File: config.mk
export PLATFORM = sky130hd
export DESIGN_NAME = tcs_clock_ctrl
export DESIGN_NICKNAME = d
export VERILOG_FILES = /design/src/tcs_pkg.sv /design/src/tcs_clock_ctrl.sv /design/src/tcs_sync.sv
export SDC_FILE = /design/constraint.sdc
export NUM_CORES = 1
export LEC_CHECK = 0
export BUFFER_PORTS_ARGS = -buffer_cell sky130_fd_sc_hd__buf_2
export CAP_MARGIN = 20
export CORE_ASPECT_RATIO = 0.6
export CORE_MARGIN = 2
export CORE_UTILIZATION = 30
export DETAILED_ROUTE_END_ITERATION = 6
export SKIP_LAST_GASP = 1
export SLEW_MARGIN = 20
export SYNTH_ARGS = -nofsm -noshare
export SYNTH_HDL_FRONTEND = slang
export SYNTH_SLANG_ARGS = --single-unit
export TNS_END_PERCENT = 1
File: constraint.sdc
create_clock -name i_clk -period 4.5 [get_ports i_clk]
set_input_delay 0.45 -clock i_clk [delete_from_list [all_inputs] [get_ports i_clk]]
set_output_delay 0.45 -clock i_clk [all_outputs]
set_load 0.05 [all_outputs]
File: src/tcs_pkg.sv
`default_nettype none
// ****************************************************************
// Shared constants and types of the transmit clock control.
// ****************************************************************
package tcs_pkg;
   localparam int TCS_CHANNELS = 4;
   localparam int TCS_BYTE_W = 8;
   localparam int TCS_CTRL_W = 2;
   localparam int TCS_CNT_W = 8;
   localparam int TCS_SYNC_STAGES = 2;
   // Field positions inside the synchronised pin bundle.
   localparam int TCS_POS_DATA = 0;
   localparam int TCS_POS_CTRL = 32;
   localparam int TCS_POS_SC = 40;
   localparam int TCS_POS_SRC = 41;
   localparam int TCS_POS_RATE = 43;
   localparam int TCS_POS_RST_N = 44;
   localparam int TCS_POS_RXSEL = 45;
   localparam int TCS_PIN_W = 46;
   // Index of the reference clock in the clock bundle; channels use 0..3.
   localparam int TCS_REF_IDX = 4;
   localparam int TCS_CLK_W = 5;
   // Reset values.
   localparam logic [TCS_CNT_W-1:0] TCS_CNT_RST = 8'h00;
   localparam logic [TCS_CNT_W-1:0] TCS_HALF_RST = 8'h02;
   // Three-level source select, coded as two pin bits.
   typedef enum logic [1:0] {
      TCS_SRC_REF = 2'b00,
      TCS_SRC_CHAN = 2'b01,
      TCS_SRC_CHA = 2'b11
   } tcs_src_t;
   typedef enum logic [1:0] {
      TCS_AL_IDLE = 2'b00,
      TCS_AL_ARM = 2'b01,
      TCS_AL_ACTIVE = 2'b11
   } tcs_align_t;
endpackage : tcs_pkg
`default_nettype wire

File: src/tcs_clock_ctrl.sv
`timescale 1ns/1ps
`default_nettype none
// Contract
// - Phase-align reset ignored while source select and rate select are both low.
// - Characters may be dropped on all channels while buffers are aligning.
// - Source select low: all four input registers load on reference rising edge.
// - Source select middle: each channel loads data and control on own clock.
// - Source select high: channel A clock loads every channel's input register.
// - Character clock out equals bit clock over ten: reference or twice it.
// - Character clock out has no fixed phase to reference or receive clocks.
// - Rate high makes bit clock twenty times reference; low makes it ten times.
// - Reference-driven receive clocks are half rate when rate high, else full.
// - Special-character select sampled on channel A or reference edge per source.
// - Channel phase adjusts while reset is low and freezes once it is high.
module tcs_clock_ctrl
   import tcs_pkg::*;
#(
   parameter int CNT_W = tcs_pkg::TCS_CNT_W
) (
   input wire logic i_clk,
   input wire logic i_rst,
   input wire logic i_reference_clock_in,
   input wire logic [tcs_pkg::TCS_CHANNELS-1:0] i_per_channel_input_clock,
   input wire logic [31:0] i_tx_data_byte,
   input wire logic [7:0] i_tx_control_bits,
   input wire logic i_special_char_select,
   input wire logic [1:0] i_tx_clock_source_select,
   input wire logic i_tx_pll_rate_select,
   input wire logic i_tx_phase_align_reset_n,
   input wire logic i_rx_clock_source_select,
   output logic o_tx_char_clock_out,
   output logic o_rx_output_clock_a,
   output logic [31:0] o_tx_data_byte,
   output logic [7:0] o_tx_control_bits,
   output logic [tcs_pkg::TCS_CHANNELS-1:0] o_tx_char_valid,
   output logic o_special_char_select,
   output logic o_align_active,
   output logic [31:0] o_phase_offset
);
   import tcs_pkg::*;

   // ****************************************************************
   // Pin synchronisers
   // ****************************************************************
   logic [TCS_CLK_W-1:0] clk_lvl;
   logic [TCS_CLK_W-1:0] clk_rise;
   logic [TCS_PIN_W-1:0] pin_lvl;

   tcs_sync #(.W(TCS_CLK_W)) u_clk_sync (
      .i_clk(i_clk),
      .i_rst(i_rst),
      .i_async({i_reference_clock_in, i_per_channel_input_clock}),
      .o_level(clk_lvl),
      .o_rise(clk_rise)
   );

   tcs_sync #(.W(TCS_PIN_W)) u_pin_sync (
      .i_clk(i_clk),
      .i_rst(i_rst),
      .i_async({i_rx_clock_source_select, i_tx_phase_align_reset_n, i_tx_pll_rate_select,
                i_tx_clock_source_select, i_special_char_select, i_tx_control_bits,
                i_tx_data_byte}),
      .o_level(pin_lvl),
      .o_rise()
   );

   // Unused code 2'b10 is taken as the high level, the safest shared-clock mode.
   function automatic tcs_src_t tcs_decode_src(input logic [1:0] code);
      unique case (code)
         2'b00: tcs_decode_src = TCS_SRC_REF;
         2'b01: tcs_decode_src = TCS_SRC_CHAN;
         default: tcs_decode_src = TCS_SRC_CHA;
      endcase
   endfunction : tcs_decode_src

   tcs_src_t src;
   logic rate;
   logic rst_n_s;
   logic rx_sel;
   logic ref_lvl;
   logic ref_rise;
   logic cha_rise;
   logic ignore_rst;
   assign src = tcs_decode_src(pin_lvl[TCS_POS_SRC +: 2]);
   assign rate = pin_lvl[TCS_POS_RATE];
   assign rst_n_s = pin_lvl[TCS_POS_RST_N];
   assign rx_sel = pin_lvl[TCS_POS_RXSEL];
   assign ref_lvl = clk_lvl[TCS_REF_IDX];
   assign ref_rise = clk_rise[TCS_REF_IDX];
   assign cha_rise = clk_rise[0];
   assign ignore_rst = (src == TCS_SRC_REF) && !rate;

   // ****************************************************************
   // Phase-align reset sequencing
   // ****************************************************************
   tcs_align_t align_reg;
   tcs_align_t align_next;

   // One low reference edge starts alignment; channel A needs two in a row.
   always_comb
   begin
      align_next = align_reg;
      unique case (align_reg)
         TCS_AL_IDLE:
            if (!ignore_rst && !rst_n_s && ref_rise)
               align_next = TCS_AL_ACTIVE;
            else if (!ignore_rst && !rst_n_s && cha_rise)
               align_next = TCS_AL_ARM;
         TCS_AL_ARM:
            if (ignore_rst || rst_n_s)
               align_next = TCS_AL_IDLE;
            else if (ref_rise || cha_rise)
               align_next = TCS_AL_ACTIVE;
         TCS_AL_ACTIVE:
            if (ignore_rst || rst_n_s)
               align_next = TCS_AL_IDLE;
         default:
            align_next = TCS_AL_IDLE;
      endcase
   end

   always_ff @(posedge i_clk)
   begin
      if (i_rst)
         align_reg <= TCS_AL_IDLE;
      else
         align_reg <= align_next;
   end

   // ****************************************************************
   // Input registers and phase tracking per channel
   // ****************************************************************
   logic [TCS_CHANNELS-1:0] cap;
   logic [TCS_CHANNELS-1:0] valid_reg;
   logic [TCS_CHANNELS-1:0] valid_next;
   logic [31:0] data_reg;
   logic [31:0] data_next;
   logic [7:0] ctrl_reg;
   logic [7:0] ctrl_next;
   logic [31:0] phase_reg;
   logic [31:0] phase_next;
   logic [CNT_W-1:0] since_rise_reg;
   logic [CNT_W-1:0] since_rise_next;
   logic aligning;
   assign aligning = (align_reg == TCS_AL_ACTIVE);

   genvar g;
   generate
      for (g = 0; g < TCS_CHANNELS; g++)
      begin : g_chan
         // Pick the load strobe for this channel from the source select.
         always_comb
         begin
            cap[g] = 1'b0;
            unique case (src)
               TCS_SRC_REF: cap[g] = ref_rise;
               TCS_SRC_CHAN: cap[g] = clk_rise[g];
               TCS_SRC_CHA: cap[g] = cha_rise;
            endcase
         end

         // Loads are dropped while aligning, so characters may be lost then.
         always_comb
         begin
            valid_next[g] = cap[g] && !aligning;
            data_next[g*TCS_BYTE_W +: TCS_BYTE_W] = valid_next[g] ?
               pin_lvl[TCS_POS_DATA + g*TCS_BYTE_W +: TCS_BYTE_W] :
               data_reg[g*TCS_BYTE_W +: TCS_BYTE_W];
            ctrl_next[g*TCS_CTRL_W +: TCS_CTRL_W] = valid_next[g] ?
               pin_lvl[TCS_POS_CTRL + g*TCS_CTRL_W +: TCS_CTRL_W] :
               ctrl_reg[g*TCS_CTRL_W +: TCS_CTRL_W];
            // The offset to the reference edge is only updated while aligning.
            phase_next[g*8 +: 8] = (aligning && clk_rise[g]) ?
               8'(since_rise_reg) : phase_reg[g*8 +: 8];
         end
      end
   endgenerate

   // ****************************************************************
   // Special-character select sampling
   // ****************************************************************
   logic sc_reg;
   logic sc_next;
   logic sc_strobe;

   // The host pairs this bit with channel A's control bits, so it shares their edge.
   always_comb
   begin
      sc_strobe = (src == TCS_SRC_REF) ? ref_rise : cha_rise;
      sc_next = sc_strobe ? pin_lvl[TCS_POS_SC] : sc_reg;
   end

   // ****************************************************************
   // Character and receive clock synthesis
   // ****************************************************************
   logic ref_prev_reg;
   logic [CNT_W-1:0] since_chg_reg;
   logic [CNT_W-1:0] since_chg_next;
   logic [CNT_W-1:0] half_reg;
   logic [CNT_W-1:0] half_next;
   logic char_reg;
   logic char_next;
   logic rx_reg;
   logic rx_next;
   logic ref_chg;
   assign ref_chg = ref_lvl ^ ref_prev_reg;

   // Twice the reference is made by a second toggle at mid half-period; the
   // half-period is measured, so a jittery reference gives an uneven duty.
   always_comb
   begin
      since_rise_next = ref_rise ? TCS_CNT_RST :
         ((&since_rise_reg) ? since_rise_reg : since_rise_reg + 1'b1);
      since_chg_next = ref_chg ? TCS_CNT_RST :
         ((&since_chg_reg) ? since_chg_reg : since_chg_reg + 1'b1);
      half_next = (ref_chg && since_chg_reg >= TCS_HALF_RST) ? since_chg_reg : half_reg;
      if (!rate)
         char_next = ref_lvl;
      else if (ref_chg || (since_chg_reg == (half_reg >> 1)))
         char_next = !char_reg;
      else
         char_next = char_reg;
      if (rx_sel)
         rx_next = 1'b0;
      else if (rate)
         rx_next = ref_rise ? !rx_reg : rx_reg;
      else
         rx_next = ref_lvl;
   end

   // ****************************************************************
   // State registers
   // ****************************************************************
   always_ff @(posedge i_clk)
   begin
      if (i_rst)
      begin
         valid_reg <= '0;
         data_reg <= '0;
         ctrl_reg <= '0;
         phase_reg <= '0;
         since_rise_reg <= TCS_CNT_RST;
         since_chg_reg <= TCS_CNT_RST;
         half_reg <= TCS_HALF_RST;
         ref_prev_reg <= 1'b0;
         char_reg <= 1'b0;
         rx_reg <= 1'b0;
         sc_reg <= 1'b0;
      end
      else
      begin
         valid_reg <= valid_next;
         data_reg <= data_next;
         ctrl_reg <= ctrl_next;
         phase_reg <= phase_next;
         since_rise_reg <= since_rise_next;
         since_chg_reg <= since_chg_next;
         half_reg <= half_next;
         ref_prev_reg <= ref_lvl;
         char_reg <= char_next;
         rx_reg <= rx_next;
         sc_reg <= sc_next;
      end
   end

   assign o_tx_char_clock_out = char_reg;
   assign o_rx_output_clock_a = rx_reg;
   assign o_tx_data_byte = data_reg;
   assign o_tx_control_bits = ctrl_reg;
   assign o_tx_char_valid = valid_reg;
   assign o_special_char_select = sc_reg;
   assign o_align_active = align_reg[1];
   assign o_phase_offset = phase_reg;
endmodule : tcs_clock_ctrl
`default_nettype wire

File: src/tcs_sync.sv
`timescale 1ns/1ps
`default_nettype none
// ****************************************************************
// Two-stage synchroniser with rise detection on the settled stage.
// ****************************************************************
module tcs_sync #(
   parameter int W = 1
) (
   input wire logic i_clk,
   input wire logic i_rst,
   input wire logic [W-1:0] i_async,
   output logic [W-1:0] o_level,
   output logic [W-1:0] o_rise
);
   logic [W-1:0] meta_reg;
   logic [W-1:0] meta_next;
   logic [W-1:0] sync_reg;
   logic [W-1:0] sync_next;
   logic [W-1:0] prev_reg;
   logic [W-1:0] prev_next;

   // Only the second stage feeds logic; the first stage may be metastable.
   always_comb
   begin
      meta_next = i_async;
      sync_next = meta_reg;
      prev_next = sync_reg;
   end

   always_ff @(posedge i_clk)
   begin
      if (i_rst)
      begin
         meta_reg <= '0;
         sync_reg <= '0;
         prev_reg <= '0;
      end
      else
      begin
         meta_reg <= meta_next;
         sync_reg <= sync_next;
         prev_reg <= prev_next;
      end
   end

   assign o_level = sync_reg;
   assign o_rise = sync_reg & ~prev_reg;
endmodule : tcs_sync
`default_nettype wire

==> key figures <==
Placed design
  – Worst slack, placed: 2500 ps
  – HPWL Detailed: 9810 microns
  – GPL Wtd Cong: 0.771
  – Port bufs: 132

Die
  – Row count: 42
  – Die ar.: 24200 sq um
  – Starting Density: 0.309
  – Top Ports: 133
  – Die X-Extent: 200 microns
  – Die H: 121 microns
  – Core ar.: 22300 sq um

STA
  – Setup WS post-layout: 2530 ps
  – Tightest Pin Transition: 879 ps
  – RSZ-0062 raised after global routing: no
  – Fin crit share: 0.438
  – Final setup fails: 0
  – Max Freq: 0.507 GHz
  – Relative slew slack: 0.414
  – Final Hold Viols: 0
  – Setup TNS: 0 ps
  – Setup Skew: 8.22 ps
  – Max-slew violations: 0
  – Final min period: 1970 ps

Global route
  – Gr usage total: 0.122
  – Largest net degree at the start of global routing: 117
  – Antenna violations before repair: 3
  – Vias in the first global route: 4422
  – First-pass GRT wire length: 23400 microns
  – Total grt overflow: 0

Worst hold path
  – Hold EP: u_pin_sync.meta_reg[25]$_SDFF_PP0_
  – HP Class: input pin to flop
  – Critical hold path startpoint: i_tx_data_byte[25]
  – WHS Path Cells: 2

Logic synthesis
  – Post-Synth XOR/XNOR Area: 0.0216
  – Synth Area in Compound Gates: 0.0538
  – Yosys cell types: 40
  – Yosys warning total: 0
  – FF+latch count, synth: 211
  – EDFF count, synth: 0
  – Yosys top cell area share: 0.614
  – Post-Synth Simple-Gate Area: 0.209
  – Post-Syn Area: 6880 sq um
  – Synth Flop Type: dfxtp_1
  – Synth async-reset ratio: 0
  – Main combinational cell family by area after synthesis: simple AND/OR/NAND/NOR gates
  – Post-synth top area cell: dfxtp_1
  – Top-count cell post-synth: dfxtp_1
  – Area contributors post-synth: dfxtp_1 (61%), nor2b_1 (10%), mux2i_1 (6.8%)
  – Synthesized instance count: 662
  – Mapped Nets: 719
  – Seq/Total Area, Yosys: 0.614
  – Top cell types by occurrence after synthesis: dfxtp_1 (211), nor2b_1 (114), nand2_1 (70)
  – Multiplexer area fraction after synthesis: 0.0684
  – Adder and majority gate portion of the synthesized area: 0.00727
  – Synth Area per Inst: 10.4 sq um

Worst setup path
  – Startpoint class of the critical path: flop
  – Worst-path cell chain: ha_1 -> nor3_1 -> a221oi_2 -> o21ai_2 -> mux2i_1 -> nor2_1
  – Crit-path max cell delay: 390 ps
  – Crit Path Max Fanout: 11
  – Worst EP arrival: 2320 ps
  – RR Endpoint: o_tx_data_byte[13]$_SDFFE_PP0P_
  – Data required time of the critical path: 4850 ps
  – Crit path capture type: flop
  – Slowest CP cell: dfxtp_1
  – Reg2reg start: u_clk_sync.o_level[4]$_SDFF_PP0_
  – Reg2reg path depth: 6
  – Reg-to-reg setup timing slack: 2530 ps
  – Critical path class: flop to flop

Power
  – Max VDD drop: 0.248 mV
  – P_leak: 0.00371 uW
  – Pwr Density: 454 nW/um^2

Outcome
  – Status: finished, final reports clean

Final layout
  – Filler cells: 2308
  – Area Growth Syn to Fin: 22.7%
  – Final #Nets: 844
  – Fraction of layout cells with a size suffix above 1: 0.225

Detailed routing
  – Vias: 4582
  – Detail Route Antenna Nets: 0
  – Number of DRC markers in iteration 0: 190
  – Pre-Repair DR Iteration Count: 4
  – Vias/cell: 4.15
  – Drt total wl: 14500 microns
  – DR WL/cell: 13.1 microns
  – DRC Markers: 0

Clock tree
  – Worst-Skew Late Latency: 480 ps
  – CTS tree: built
  – Cts repair resizes: 0
  – Clk sink count: 211
  – Clock buffer depth: 3
  – Number of buffers created by CTS: 21
  – Clk pin slew, worst setup/hold paths: 60 ps
  – Htree depth: 1
  – Root buf cell: clkbuf_16
  – Hold-fix buffers, CTS: 0
  – Setup Buffers After CTS: 0

Job
  – MaxCap Viol Count: 0
==> critical path, delay by kind of cell, from the launching register on <==
family / cells / cell delay (ps)
AOI/OAI and AO/OA: 2 / 630
adders and majority gates: 1 / 380
DFF: 1 / 390
muxes: 1 / 240
and+or+nand+nor: 2 / 180
==> report_power, final <==
| group | switching [uW] | internal, uW | leakage (uW) |
|---|---|---|---|
| logic | 138 | 90.2 | 0.00167 |
| clock network | 680 | 965 | 0.000316 |
| registers | 27.1 | 1930 | 0.00173 |
| total | 845 | 2980 | 0.00371 |
==> how the worst max path moves through the flow <==
| stage | from | endpoint | slack [ps] | cells past startpoint |
|---|---|---|---|---|
| after floorplan | align_reg[1]$_SDFFE_PP0P_ | o_tx_data_byte[16]$_SDFFE_PP0P_ | 2820 | 6 |
| after global placement | i_rst | since_rise_reg[4]$_SDFFE_PP0N_ | 2520 | 4 |
| after detailed placement | i_rst | since_rise_reg[5]$_SDFFE_PP0N_ | 2500 | 4 |
| after CTS | u_clk_sync.o_level[4]$_SDFF_PP0_ | o_tx_control_bits[3]$_SDFFE_PP0P_ | 2500 | 6 |
| after global routing | u_clk_sync.o_level[4]$_SDFF_PP0_ | o_tx_data_byte[11]$_SDFFE_PP0P_ | 2320 | 6 |
| final | u_clk_sync.o_level[4]$_SDFF_PP0_ | o_tx_data_byte[13]$_SDFFE_PP0P_ | 2530 | 6 |
==> per-stage QoR <==
stage | power (uW) | std cells | instance area [sq um] | hold WS [ps] | utilization
floorplan | 2160 | 662 | 6880 | 373 | -
global placement | 2230 | 1072 | 7810 | 385 | 0.350
detailed placement | 2230 | 1072 | 7810 | 395 | 0.350
CTS | 3890 | 1103 | 8440 | 150 | 0.379
global route | 4000 | 1103 | 8440 | 168 | 0.379
finish | 3830 | 1104 | 8440 | 169 | 0.379
==> layer usage <==
layer | part of all wire | global-route usage | wire (microns) | up-vias
met5 | 0.0016 | 0 | 23 | -
li1 | - | - | - | 2388
met1 | 0.52 | 0.179 | 7530 | 2053
met3 | 0.089 | 0.0481 | 1280 | 25
met4 | 0.021 | 0.0310 | 303 | 4
met2 | 0.37 | 0.162 | 5320 | 112
==> cells by family after synthesis <==
kind of cell             Yosys count
AND/OR/NAND/NOR                  283
flip-flops                       211
AO/OA/AOI/OAI                     61
multiplexers                      47
buffers and inverters             39
XOR/XNOR                          17
adder cells (fa/ha/maj)            4
==> cells in the final DEF (no fill, tap or decap), drive strengths merged, types with 4 or more instances in the layout <==
master | synthesis | final
dfxtp | 211 | 211
buf | 10 | 136
nor2b | 114 | 114
nand2 | 70 | 70
nor2 | 66 | 66
mux2i | 47 | 47
a21oi | 39 | 39
clkbuf | 24 | 27
xor2 | 10 | 10
o21ai | 8 | 8
xnor2 | 7 | 7
nand3 | 6 | 6
inv | 5 | 5
or2 | 4 | 4
ha | 4 | 4
and2 | 4 | 4
and3 | 4 | 4
==> area by class of cell <==
cell class,count,area [sq um],share of cell area
flip-flops and latches,211,4220,0.500
repair buffers,136,697,0.0825
well taps,308,385,0.0456
diodes,1,2.50,0.000296
clock inverters,4,45.0,0.00533
inverters,5,18.8,0.00222
multi-input cells,412,2480,0.294
clock buffers,27,588,0.0697
No activity file was read; power rests on OpenSTA's default activity.
